### src/rfc_pkg.sv
// rfc_pkg: register map, field positions, reset values and state types of the receive buffer unit.
// assumes byte addressing on a 32-bit apb bus, one register per aligned word.
package rfc_pkg;

	// ----------------------------------------------------------------
	// register byte offsets
	// ----------------------------------------------------------------
	localparam logic [7:0] RFC_COMMAND_OFS    = 8'h00;
	localparam logic [7:0] RFC_IRQ_EN_OFS     = 8'h04;
	localparam logic [7:0] RFC_IRQ_FLAGS_OFS  = 8'h08;
	localparam logic [7:0] RFC_AUX_FLAGS_OFS  = 8'h0c;
	localparam logic [7:0] RFC_ERROR_OFS      = 8'h10;
	localparam logic [7:0] RFC_STATUS_OFS     = 8'h14;
	localparam logic [7:0] RFC_DATA_OFS       = 8'h18;
	localparam logic [7:0] RFC_LEVEL_OFS      = 8'h1c;
	localparam logic [7:0] RFC_WATERMARK_OFS  = 8'h20;
	localparam logic [7:0] RFC_MODE_OFS       = 8'h24;
	localparam logic [7:0] RFC_CRC_HI_OFS     = 8'h28;
	localparam logic [7:0] RFC_CRC_LO_OFS     = 8'h2c;
	localparam logic [7:0] RFC_LEN_MIN_OFS    = 8'h30;
	localparam logic [7:0] RFC_LEN_MAX_OFS    = 8'h34;
	localparam logic [7:0] RFC_CRC_START_OFS  = 8'h38;

	// ----------------------------------------------------------------
	// field positions
	// ----------------------------------------------------------------
	localparam int RFC_IRQ_TIMER   = 0;
	localparam int RFC_IRQ_ERR     = 1;
	localparam int RFC_IRQ_AE      = 2;
	localparam int RFC_IRQ_AF      = 3;
	localparam int RFC_IRQ_CMD     = 4;
	localparam int RFC_IRQ_RX      = 5;
	localparam int RFC_IRQ_TX      = 6;
	localparam int RFC_IRQ_EN_CRC  = 7;
	localparam int RFC_AUX_CRC     = 2;
	localparam int RFC_ERR_OVF     = 4;
	localparam int RFC_ST_AE       = 0;
	localparam int RFC_ST_AF       = 1;
	localparam int RFC_ST_IRQ      = 4;
	localparam int RFC_ST_CRC_RDY  = 5;
	localparam int RFC_LVL_FLUSH   = 7;
	localparam int RFC_MODE_MSB    = 5;
	localparam int RFC_CRC_GO      = 0;

	// ----------------------------------------------------------------
	// constants and reset values
	// ----------------------------------------------------------------
	localparam int          RFC_DEPTH      = 64;
	localparam logic [6:0]  RFC_FULL_CNT   = 7'h40;
	localparam logic [8:0]  RFC_MAX_UNLIM  = 9'h100;
	localparam logic [3:0]  RFC_CMD_IDLE   = 4'h0;
	localparam logic [15:0] RFC_POLY_MSB   = 16'h1021;
	localparam logic [15:0] RFC_POLY_LSB   = 16'h8408;
	localparam logic [15:0] RFC_PRESET_0   = 16'h0000;
	localparam logic [15:0] RFC_PRESET_1   = 16'h6363;
	localparam logic [15:0] RFC_PRESET_2   = 16'ha671;
	localparam logic [15:0] RFC_PRESET_3   = 16'hffff;
	localparam logic [31:0] RFC_RD_ZERO    = 32'h0000_0000;

	typedef enum logic {
		RFC_CRC_IDLE,
		RFC_CRC_RUN
	} rfc_crc_st_t;

endpackage : rfc_pkg

### src/rfc_unit.sv
// rfc_unit: 64-byte shared buffer with length filter, crc coprocessor, alerts and interrupt flags.
// assumes the receiver, transmitter, timer and sequencer run on pclk and drive one-cycle event pulses.
//
// The APB register port and the register offsets were chosen for this implementation.
`timescale 1ns/100ps

// Functional notes
// RQ1: accept packet only if length byte >= four times six-bit minimum setting.
// RQ2: accept only length below four times maximum setting; zero means limit 256.
// RQ3: rejected packet never enters buffer; receiver stays active for next packet.
// RQ4: crc preset chosen by two-bit select: 0000h, 6363h, A671h, FFFFh.
// RQ5: crc is 16-bit with polynomial x^16 + x^12 + x^5 + 1.
// RQ6: bit-order control set feeds bytes msb first, else lsb first.
// RQ7: crc drains buffer, then sets ready and done flag; result as two bytes.
// RQ8: one buffer of 64 bytes shared by host and internal logic.
// RQ9: host write to data port stores byte at write pointer and advances it.
// RQ10: host read of data port returns byte at read pointer and consumes it.
// RQ11: read-only seven-bit level shows number of stored bytes.
// RQ12: host keeps off the buffer while a command uses it.
// RQ13: flush resets pointers, zeroes level and clears overflow.
// RQ14: overflow stays set until a flush; nothing else clears it.
// RQ15: almost-full set when 64 minus count is at most the watermark.
// RQ16: almost-empty set when count is at most the watermark.
// RQ17: enabled alert rising to one raises the interrupt pin.
// RQ18: alert flags set when the matching alert bit becomes one.
// RQ19: timer flag set when timer counts from 1 to 0.
// RQ20: tx flag on start of end-of-frame; rx flag at end of received data.
// RQ21: command flag set when command completes and field returns to idle.
// RQ22: error flag set whenever any error status bit is one.
// RQ23: byte arriving at full buffer is lost and sets overflow.
// RQ24: flags stay set until host clears; pin is OR of enabled flags.
module rfc_unit (
	// clock and reset
	input  wire logic         pclk,
	input  wire logic         presetn,
	// apb slave
	input  wire logic         psel,
	input  wire logic         penable,
	input  wire logic         pwrite,
	input  wire logic [7:0]   paddr,
	input  wire logic [31:0]  pwdata,
	output logic [31:0]       prdata,
	output logic              pready,
	output logic              pslverr,
	// receive stream
	input  wire logic         rx_valid,
	input  wire logic         rx_first,
	input  wire logic [7:0]   rx_data,
	input  wire logic         rx_end,
	// internal reader of the buffer
	input  wire logic         sm_pop_req,
	output logic [7:0]        sm_pop_data,
	output logic              sm_pop_valid,
	// sequencer, transmitter, timer and error events
	input  wire logic         cmd_finish,
	input  wire logic         tx_eof_start,
	input  wire logic         timer_one_to_zero,
	input  wire logic [7:0]   err_in,
	output logic [3:0]        cmd_code,
	// interrupt pin
	output logic              irq
);
	import rfc_pkg::*;

	// ----------------------------------------------------------------
	// state
	// ----------------------------------------------------------------
	typedef struct packed {
		logic [RFC_DEPTH-1:0][7:0] mem;
		logic [5:0]                wr_ptr;
		logic [5:0]                rd_ptr;
		logic [6:0]                count;
		logic                      ovf;
		logic [3:0]                cmd;
		logic [7:0]                irq_en;
		logic [6:0]                flags;
		logic                      crc_flag;
		logic [5:0]                wm;
		logic [1:0]                crc_sel;
		logic                      crc_msb;
		logic [5:0]                len_min;
		logic [5:0]                len_max;
		logic [15:0]               crc;
		logic                      crc_ready;
		rfc_crc_st_t               crc_st;
		logic                      rx_pass;
		logic                      af;
		logic                      ae;
		logic                      irq;
		logic                      pready;
		logic                      pslverr;
		logic [31:0]               prdata;
		logic [7:0]                pop_data;
		logic                      pop_valid;
	} rfc_state_t;

	rfc_state_t st_reg;
	rfc_state_t st_next;

	// one byte through the crc, both bit orders
	function automatic logic [15:0] rfc_crc_byte(input logic [15:0] c, input logic [7:0] d, input logic msb);
		logic [15:0] v;
		v = c;
		if (msb) begin
			v = v ^ {d, 8'h00};
			for (int i = 0; i < 8; i++) begin
				v = v[15] ? ((v << 1) ^ RFC_POLY_MSB) : (v << 1);
			end
		end else begin
			v = v ^ {8'h00, d};
			for (int i = 0; i < 8; i++) begin
				v = v[0] ? ((v >> 1) ^ RFC_POLY_LSB) : (v >> 1);
			end
		end
		return v;
	endfunction : rfc_crc_byte

	// ----------------------------------------------------------------
	// next state
	// ----------------------------------------------------------------
	logic        hit;
	logic [31:0] rd_val;
	logic        acc;
	logic        done;
	logic        wr;
	logic        rd;
	logic        push;
	logic [7:0]  push_data;
	logic        pop;
	logic        crc_pop;
	logic        host_pop;
	logic        len_ok;
	logic [8:0]  max_lim;
	logic [7:0]  err_val;
	logic [6:0]  set;
	logic [6:0]  clr;
	logic [7:0]  head;
	logic        lost;

	always_comb begin
		st_next   = st_reg;
		hit       = 1'b1;
		rd_val    = RFC_RD_ZERO;
		push      = 1'b0;
		push_data = rx_data;
		pop       = 1'b0;
		crc_pop   = 1'b0;
		set       = '0;
		clr       = '0;
		lost      = 1'b0;
		head      = st_reg.mem[st_reg.rd_ptr];
		err_val   = err_in;
		err_val[RFC_ERR_OVF] = st_reg.ovf;

		// apb decode
		if (paddr == RFC_COMMAND_OFS) begin
			rd_val[3:0] = st_reg.cmd;
		end else if (paddr == RFC_IRQ_EN_OFS) begin
			rd_val[7:0] = st_reg.irq_en;
		end else if (paddr == RFC_IRQ_FLAGS_OFS) begin
			rd_val[6:0] = st_reg.flags;
		end else if (paddr == RFC_AUX_FLAGS_OFS) begin
			rd_val[RFC_AUX_CRC] = st_reg.crc_flag;
		end else if (paddr == RFC_ERROR_OFS) begin
			rd_val[7:0] = err_val;
		end else if (paddr == RFC_STATUS_OFS) begin
			rd_val[RFC_ST_AE]      = st_reg.ae;
			rd_val[RFC_ST_AF]      = st_reg.af;
			rd_val[RFC_ST_IRQ]     = st_reg.irq;
			rd_val[RFC_ST_CRC_RDY] = st_reg.crc_ready;
		end else if (paddr == RFC_DATA_OFS) begin
			// empty buffer reads as zero and consumes nothing
			rd_val[7:0] = (st_reg.count != 7'h00) ? head : 8'h00;
		end else if (paddr == RFC_LEVEL_OFS) begin
			rd_val[6:0] = st_reg.count;
		end else if (paddr == RFC_WATERMARK_OFS) begin
			rd_val[5:0] = st_reg.wm;
		end else if (paddr == RFC_MODE_OFS) begin
			rd_val[1:0]          = st_reg.crc_sel;
			rd_val[RFC_MODE_MSB] = st_reg.crc_msb;
		end else if (paddr == RFC_CRC_HI_OFS) begin
			rd_val[7:0] = st_reg.crc[15:8];
		end else if (paddr == RFC_CRC_LO_OFS) begin
			rd_val[7:0] = st_reg.crc[7:0];
		end else if (paddr == RFC_LEN_MIN_OFS) begin
			rd_val[5:0] = st_reg.len_min;
		end else if (paddr == RFC_LEN_MAX_OFS) begin
			rd_val[5:0] = st_reg.len_max;
		end else if (paddr == RFC_CRC_START_OFS) begin
			rd_val = RFC_RD_ZERO;
		end else begin
			hit = 1'b0;
		end

		// one wait cycle: answer is prepared, then the transfer completes
		acc               = psel & penable;
		done              = acc & st_reg.pready;
		st_next.pready    = acc & ~st_reg.pready;
		st_next.pslverr   = acc & ~st_reg.pready & ~hit;
		st_next.prdata    = (acc & ~st_reg.pready & ~pwrite) ? rd_val : RFC_RD_ZERO;
		wr                = done & pwrite & hit;
		rd                = done & ~pwrite & hit;

		// configuration writes
		if (wr && paddr == RFC_COMMAND_OFS) begin
			st_next.cmd = pwdata[3:0];
		end
		if (wr && paddr == RFC_IRQ_EN_OFS) begin
			st_next.irq_en = pwdata[7:0];
		end
		if (wr && paddr == RFC_WATERMARK_OFS) begin
			st_next.wm = pwdata[5:0];
		end
		if (wr && paddr == RFC_MODE_OFS) begin
			st_next.crc_sel = pwdata[1:0];
			st_next.crc_msb = pwdata[RFC_MODE_MSB];
		end
		if (wr && paddr == RFC_LEN_MIN_OFS) begin
			st_next.len_min = pwdata[5:0];
		end
		if (wr && paddr == RFC_LEN_MAX_OFS) begin
			st_next.len_max = pwdata[5:0];
		end

		// RQ1 minimum length check
		// RQ2 maximum length, zero is 256
		max_lim = (st_reg.len_max == 6'h00) ? RFC_MAX_UNLIM : {1'b0, st_reg.len_max, 2'b00};
		len_ok  = (rx_data >= {st_reg.len_min, 2'b00}) && ({1'b0, rx_data} < max_lim);

		// RQ3 drop rejected packet, keep receiving
		if (rx_valid) begin
			if (rx_first) begin
				st_next.rx_pass = len_ok;
				push            = len_ok;
			end else begin
				push = st_reg.rx_pass;
			end
		end
		if (rx_end) begin
			st_next.rx_pass = 1'b0;
		end

		// RQ9 host write pushes; the receive stream has priority
		if (!push && wr && paddr == RFC_DATA_OFS) begin
			push      = 1'b1;
			push_data = pwdata[7:0];
		end

		// RQ10 host read consumes the head byte
		host_pop = rd && paddr == RFC_DATA_OFS && st_reg.count != 7'h00;

		// RQ7 crc drains the buffer one byte a cycle
		case (st_reg.crc_st)
			RFC_CRC_IDLE: begin
				if (wr && paddr == RFC_CRC_START_OFS && pwdata[RFC_CRC_GO]) begin
					// RQ4 preset selection
					case (st_reg.crc_sel)
						2'd0: st_next.crc = RFC_PRESET_0;
						2'd1: st_next.crc = RFC_PRESET_1;
						2'd2: st_next.crc = RFC_PRESET_2;
						default: st_next.crc = RFC_PRESET_3;
					endcase
					st_next.crc_ready = 1'b0;
					st_next.crc_st    = RFC_CRC_RUN;
				end
			end
			RFC_CRC_RUN: begin
				if (st_reg.count == 7'h00) begin
					st_next.crc_ready = 1'b1;
					st_next.crc_flag  = 1'b1;
					st_next.crc_st    = RFC_CRC_IDLE;
				end else if (!host_pop) begin
					crc_pop = 1'b1;
					// RQ5 RQ6 polynomial and bit order
					st_next.crc = rfc_crc_byte(st_reg.crc, head, st_reg.crc_msb);
				end
			end
			default: st_next.crc_st = RFC_CRC_IDLE;
		endcase

		// internal reader gets the head when nobody else pops
		pop                  = host_pop | crc_pop;
		st_next.pop_valid    = 1'b0;
		if (!pop && sm_pop_req && st_reg.count != 7'h00) begin
			pop                  = 1'b1;
			st_next.pop_valid    = 1'b1;
			st_next.pop_data     = head;
		end

		// RQ8 shared 64-byte buffer
		// RQ23 byte at full buffer is lost
		// host and receiver bytes alike are lost at full and flag overflow
		if (push && st_reg.count == RFC_FULL_CNT) begin
			push = 1'b0;
			lost = 1'b1;
		end
		if (push) begin
			st_next.mem[st_reg.wr_ptr] = push_data;
			st_next.wr_ptr             = st_reg.wr_ptr + 6'd1;
		end
		if (pop) begin
			st_next.rd_ptr = st_reg.rd_ptr + 6'd1;
		end
		// RQ11 level counts up on each push and down on each pop
		st_next.count = st_reg.count + {6'h00, push} - {6'h00, pop};

		// RQ13 flush resets pointers and level
		// RQ14 overflow cleared by flush only
		if (wr && paddr == RFC_LEVEL_OFS && pwdata[RFC_LVL_FLUSH]) begin
			st_next.wr_ptr = 6'h00;
			st_next.rd_ptr = 6'h00;
			st_next.count  = 7'h00;
			st_next.ovf    = 1'b0;
		end
		// a loss in the flush cycle still shows
		if (lost) begin
			st_next.ovf = 1'b1;
		end

		// RQ15 almost full
		// RQ16 almost empty
		st_next.af = (RFC_FULL_CNT - st_reg.count) <= {1'b0, st_reg.wm};
		st_next.ae = st_reg.count <= {1'b0, st_reg.wm};

		// RQ18 alert flags on rising alert
		set[RFC_IRQ_AF] = st_next.af & ~st_reg.af;
		set[RFC_IRQ_AE] = st_next.ae & ~st_reg.ae;
		// RQ19 timer flag
		set[RFC_IRQ_TIMER] = timer_one_to_zero;
		// RQ20 tx and rx done
		set[RFC_IRQ_TX] = tx_eof_start;
		set[RFC_IRQ_RX] = rx_end;
		// RQ21 command completes to idle
		if (cmd_finish) begin
			st_next.cmd     = RFC_CMD_IDLE;
			set[RFC_IRQ_CMD] = 1'b1;
		end
		// RQ22 any error bit raises the error flag
		set[RFC_IRQ_ERR] = (err_val != 8'h00);

		// RQ24 sticky flags, write one clears, set wins
		if (wr && paddr == RFC_IRQ_FLAGS_OFS) begin
			clr = pwdata[6:0];
		end
		st_next.flags = (st_reg.flags & ~clr) | set;
		if (wr && paddr == RFC_AUX_FLAGS_OFS && pwdata[RFC_AUX_CRC] && st_reg.crc_st != RFC_CRC_RUN) begin
			st_next.crc_flag = 1'b0;
		end

		// RQ17 RQ24 pin is or of enabled flags
		st_next.irq = |(st_next.flags & st_reg.irq_en[6:0]) | (st_next.crc_flag & st_reg.irq_en[RFC_IRQ_EN_CRC]);
	end

	// ----------------------------------------------------------------
	// registers
	// ----------------------------------------------------------------
	always_ff @(posedge pclk or negedge presetn) begin
		if (!presetn) begin
			st_reg <= '0;
		end else begin
			st_reg <= st_next;
		end
	end

	assign prdata       = st_reg.prdata;
	assign pready       = st_reg.pready;
	assign pslverr      = st_reg.pslverr;
	assign sm_pop_data  = st_reg.pop_data;
	assign sm_pop_valid = st_reg.pop_valid;
	assign cmd_code     = st_reg.cmd;
	assign irq          = st_reg.irq;

endmodule : rfc_unit

### config.mk
export PLATFORM = sky130hd
export DESIGN_NAME = rfc_unit
export DESIGN_NICKNAME = d
export VERILOG_FILES = /design/src/rfc_pkg.sv /design/src/rfc_unit.sv
export SDC_FILE = /design/constraint.sdc
export NUM_CORES = 1
export LEC_CHECK = 0
export BUFFER_PORTS_ARGS = -buffer_cell sky130_fd_sc_hd__buf_2
export CAP_MARGIN = 40
export CORE_MARGIN = 4
export CORE_UTILIZATION = 50
export DETAILED_ROUTE_END_ITERATION = 8
export GPL_ROUTABILITY_DRIVEN = 1
export PLACE_DENSITY = 0.67
export SKIP_LAST_GASP = 1
export SYNTH_ARGS = -nofsm -noshare
export SYNTH_HDL_FRONTEND = slang
export SYNTH_SLANG_ARGS = --single-unit
### constraint.sdc
create_clock -name pclk -period 11.6 [get_ports pclk]
set_input_delay 1.16 -clock pclk [delete_from_list [all_inputs] [get_ports pclk]]
set_output_delay 1.16 -clock pclk [all_outputs]
set_load 0.05 [all_outputs]
* After elaboration in Yosys (flattened, before gate mapping)
Index checks and enable logic that the tools add are counted.
** Operators by class
- $add $sub $neg :: 5
- $lt $le $gt $ge :: 7
- Equal/unequal tests :: 21
- Mux-type cells :: 169
- Bitwise operators :: 42
- Reduce and logical (&&, ||, !) cells :: 39
** Operators by type and width (count)
- 2-to-1 mux 26 bit :: 30
- bitwise mux 512 bit :: 1
- 2-to-1 mux 32 bit :: 15
- 2-to-1 mux 8 bit :: 29
- 2-to-1 mux 25 bit :: 9
- 2-to-1 mux 16 bit :: 11
- 2-to-1 mux 24 bit :: 5
- 2-to-1 mux 13 bit :: 8
- == test 8 x 6 -> 1 bit, second input constant :: 7
- binary-select mux 8 bit (select 6 bit) :: 1
- demux 8 bit (select 6 bit) :: 1
- case mux 16 bit (3 select lines) :: 1
- case mux 18 bit (2 select lines) :: 1
- 2-to-1 mux 1 bit :: 34
- == test 8 x 5 -> 1 bit, second input constant :: 4
- 2-to-1 mux 6 bit :: 5
- 2-to-1 mux 29 bit :: 1
- 2-to-1 mux 28 bit :: 1
- NOT 2 -> 3 bit :: 8
- NOT 3 bit :: 8
- logical AND 1 bit :: 23
- 2-to-1 mux 7 bit :: 3
- 2-to-1 mux 20 bit :: 1
- 2-to-1 mux 18 bit :: 1
- 39 further kinds :: 75
** Word-level totals
- Flip-flop bits (word level) :: 638
- Input bits :: 68
- Output and inout port bits :: 48
- Logic and storage cells :: 372

* Longest topological paths before layout
- Word-level depth :: 82
- Depth in mapped cells :: 24
- Mapped depth without buffers :: 22

* Worst setup path after synthesis
OpenSTA, ideal clock, no wires.
- Path kind :: input-to-reg
- Start point :: input port rx_data[2]
- End point :: register st_reg[113] in the netlist's numbering
- Library setup time :: 0.131 ns
- Data arrival time :: 4.747 ns
- Data required time :: 11.469 ns
- Slack :: 6.723 ns
- Stages :: 24
- Path buffers :: 2
- Cells stage by stage :: inv_1 > ha_1 > or3b_1 > a21boi_1 > o21a_1 > o21ai_1 > a21oi_1 > o221ai_1 > a31oi_2 > inv_2 > buf_2 > buf_2 > ha_1 > inv_1 > ha_1 > fa_1 > a21oi_1 > nor2_1 > nor2_1 > nor2_1 > nor2_1 > o21bai_1 > xnor2_1 > nor2_1
** RTL lines
- start: declaration :: line rfc_unit.sv:48 : input wire logic [7:0] rx_data,
- end signal: assignment :: line rfc_unit.sv:361 : st_reg <= st_next;
- end: declaration :: line rfc_unit.sv:97 : rfc_state_t st_reg;

* Worst setup path in the final report
- Start point :: register st_reg[114] in the netlist's numbering
- End point :: register st_reg[58] in the netlist's numbering
** On the way
- Cells in the longest elaborated chain, start to end :: 16
- Elaborated cells on any way between the ends :: 23
- Classes of those cells :: 19 x mux; 4 x bitwise
** Ends and longest elaborated chain
- binary-select mux 8 bit (select 6 bit) * :: line rfc_unit.sv:151 : head = st_reg.mem[st_reg.rd_ptr];
- 2-to-1 mux 8 bit (not written as such) * :: line rfc_unit.sv:151
- XOR 16 x 8 -> 16 bit :: line rfc_unit.sv:110 : v = v ^ {8'h00, d};
- 2-to-1 mux 16 bit (2 in series) :: line rfc_unit.sv:112 : v = v[0] ? ((v >> 1) ^ RFC_POLY_LSB) : (v >> 1);
- 2-to-1 mux 16 bit / NOT 2 -> 3 bit (equally long branches)
- 2-to-1 mux 16 bit (3 in series) :: line rfc_unit.sv:112
- NOT 2 -> 3 bit (no line) / 2-to-1 mux 16 bit (equally long branches)
- 2-to-1 mux 16 bit (2 in series) :: line rfc_unit.sv:112
- 2-to-1 mux 16 bit * :: line rfc_unit.sv:104 : if (msb) begin
- 2-to-1 mux 16 bit * :: line rfc_unit.sv:272 : end else if (!host_pop) begin
- 2-to-1 mux 16 bit * :: line rfc_unit.sv:268 : if (st_reg.count == 7'h00) begin
- case mux 18 bit (2 select lines) * :: line rfc_unit.sv:253 : case (st_reg.crc_st)
Mark *: on every way between the ends. The rest lies on a longest branch, timed or not. The select of a mux whose other input is x is not followed.
A chain may end at the register's enable or synchronous reset.

==> qor.yml <==
outcome:
  status: "finished, final reports clean"
yosys:
  netlist_instances: 2366
  syn_avg_cell_area_um2: 13.1
  synth-main-ff-cell: "dfrtp_1"
  yosys_warnings: 0
  ys_top_cells_by_area: "dfrtp_1 49%, mux2_2 19%, mux4_2 7.9%, mux2i_1 1.6%, clkbuf_1 1.6%"
  yosysMostFrequentCell: "dfrtp_1"
  synth-seq-cells: 614
  netlist_area_um2: 31100
  synth-edff-count: 0
  synth_commonest_cells: "614 x dfrtp_1, 520 x mux2_2, 129 x clkbuf_1"
  postSynth.asyncResetShare_pct: 100
  yosys.area.top_type: "dfrtp_1"
  synth_cell_types: 89
  synth_top_area_share_pct: 49.4
  yosysSeqAreaShare_pct: 49.4
finish:
  fin_util_pct: 55.5
  final_nets: 2462
  seqCellArea_um2: 15400
  multi_input_area_um2: 14600
  fillerInstances: 4976
  diodes: 0
  layout-drive-gt1-share_pct: 37.6
  syn2layout_area_growth_pct: 9.94
  largest_register_ffs: 589
detailed_routing:
  wl_per_cell_um: 25.3
  routed_wl_um: 82000
  drtAntennaViolNets: 0
  dr_total_vias: 20100
  dr.pass1.iters: 7
  drc: 0
  dr.first_iter.drc_count: 1738
  vias_per_cell: 6.21
sta:
  postLayoutSetupSlackWorst_ns: 6.22
  finalSetupTns_ns: 0
  rsz0062_at_grt: "false"
  period_share_pct: 46.4
  slew_headroom_pct: 33.8
  hold_viol: 0
  finalSetupViolations: 0
  skew_ns: 0.0173
  period_needed_ns: 5.38
  drv_slew: 0
  max_freq_mhz: 186
  worst_pin_slew_ns: 0.993
power:
  power.density_nw_per_um2: 179
  p_sw_share_pct: 32.8
  switching_power_mw: 2.01
  clkPwrFrac_pct: 35.1
  power_frac_seq_pct: 37.5
  internal-power_mw: 4.12
  p_leak_nw: 16.5
  combPwrFrac_pct: 27.4
  peakVddDrop_uv: 152
grt:
  overflow: 0
  grt_pass1_vias: 21300
  grt.total_usage_pct: 24.9
  grt_pass1_wl_um: 128000
  grt_antenna_before_repair: 1
  grt_start_max_net_pins: 174
cts:
  cts-root-buf: "clkbuf_16"
  clk_pin_slew_worst_paths_ns: 0.06
  cts_buffers: 68
  clock_path_buffers: 3
  htree_levels: 3
  cts_tree: "built"
  clk_latency_ns: 0.60
  ctsResizeCount: 0
  post-cts-setup-buffer-count: 0
  cts_sinks: 614
  hold_buffers: 0
critical_path:
  startpoint_type: "flop"
  cp.required_ns: 12.08
  arrival_ns: 5.85
  reg2reg_depth: 12
  reg2reg_slack_ns: 6.22
  crit-reg2reg-launch: "st_reg[114]"
  crit_path_end_kind: "flop"
  setup.worst_path.class: "reg -> reg"
  timing.rr.end: "st_reg[58]"
  worst-path-max-fanout: 41
floorplanning:
  die_h_um: 257
  rows: 91
  core_region_area_um2: 61600
  fp.dieW_um: 257
  start_util_pct: 50.5
  ios: 116
  dieArea_um2: 66300
placement:
  gp_congestion: 0.912
  dp_slack_ns: 6.18
  dp_hpwl_um: 54800
  io_buffer_count: 66
min_path:
  holdPathEnd: "sm_pop_data[3]"
  hold_path_class: "reg -> reg"
  min_from: "sm_pop_data[3]"
  holdPathStages: 2
run:
  cap_violations: 0
==> worst max-delay path by stage <==
stage                   to         from
6_report        st_reg[58]  st_reg[114]
2_1_floorplan  st_reg[113]   rx_data[2]
3_3_place_gp   st_reg[113]   rx_data[2]
3_5_place_dp    st_reg[58]  st_reg[114]
5_1_grt         st_reg[58]  st_reg[114]
4_1_cts         st_reg[58]  st_reg[114]
==> critical path, cell delays in order, from the launching register on <==
cell and delay, ns:
dfrtp_4 0.75, buf_4 0.75, buf_4 0.78, mux4_2 0.62, a22oi_1 0.40, a21oi_1 0.22
nor4_2 0.33, buf_4 0.23, xnor2_1 0.29, xnor3_1 0.41, o21ai_1 0.17, xnor2_1 0.14
a21oi_1 0.09
==> cell type report <==
class                           instances  share of cell area, %
Tap cell                              837                   3.06
Inverter                               41                  0.450
Sequential cell                       614                   45.0
Clock buffer                           96                   5.64
Clock inverter                         22                  0.816
Multi-Input combinational cell       1515                   42.6
Timing Repair Buffer                  117                   2.50
==> power by group through the flow <==
stage          Clock [mW]  Sequential (mW)  Combinational [mW]
2_1_floorplan           0             2.26                1.29
3_3_place_gp            0             2.37                1.58
3_5_place_dp            0             2.34                1.67
4_1_cts              2.19             2.30                1.67
5_1_grt              2.28             2.31                1.80
6_report             2.15             2.30                1.68
==> stage by stage <==
stage               power (mW)  area (um^2)  hold WS [ns]  cells
detailed placement        4.01        32000         0.463   3123
finish                    6.13        34200         0.471   3242
CTS                       6.16        34200         0.477   3241
global placement          3.95        31700         0.463   3107
floorplan                 3.55        31200         0.447   2389
global route              6.39        34200         0.506   3242
==> routing by layer <==
metal / vias up / GRT usage, % / routed length [um]
met4: 0 / 8.47 / 2770
li1: 8684 / - / -
met2: 681 / 40.1 / 38900
met3: 164 / 4.49 / 5040
met1: 10600 / 34.6 / 35300
met5: - / 0 / 0
==> placed cells by master (no fill, tap or decap), types with 27 or more instances in the layout <==
master | netlist | layout
buf_2 | 18 | 66
ha_1 | 36 | 36
o21ai_0 | 38 | 38
mux2_2 | 520 | 520
nand2_1 | 107 | 107
nor2_1 | 80 | 80
a22oi_1 | 49 | 49
xnor2_1 | 29 | 29
mux4_2 | 109 | 109
a21oi_1 | 51 | 51
dfrtp_1 | 614 | 611
and3_1 | 27 | 27
inv_1 | 39 | 39
buf_4 | 50 | 37
mux2i_1 | 51 | 51
clkbuf_16 | 0 | 70
nand3_1 | 45 | 45
==> cells by family (layout without fill, tap and decap cells) <==
logic type | after synthesis | in the layout | share of synthesized area, %
adder cells (fa/ha/maj) | 37 | 37 | 1.51
other | 1 | 24 | 0.0121
multiplexers | 695 | 695 | 28.9
AND/OR/NAND/NOR | 431 | 431 | 7.75
buffers and inverters | 260 | 276 | 4.19
XOR/XNOR | 52 | 52 | 1.94
AO/OA/AOI/OAI | 276 | 276 | 6.30
flip-flops | 614 | 614 | 49.4
No activity file was read; power rests on OpenSTA's default activity.
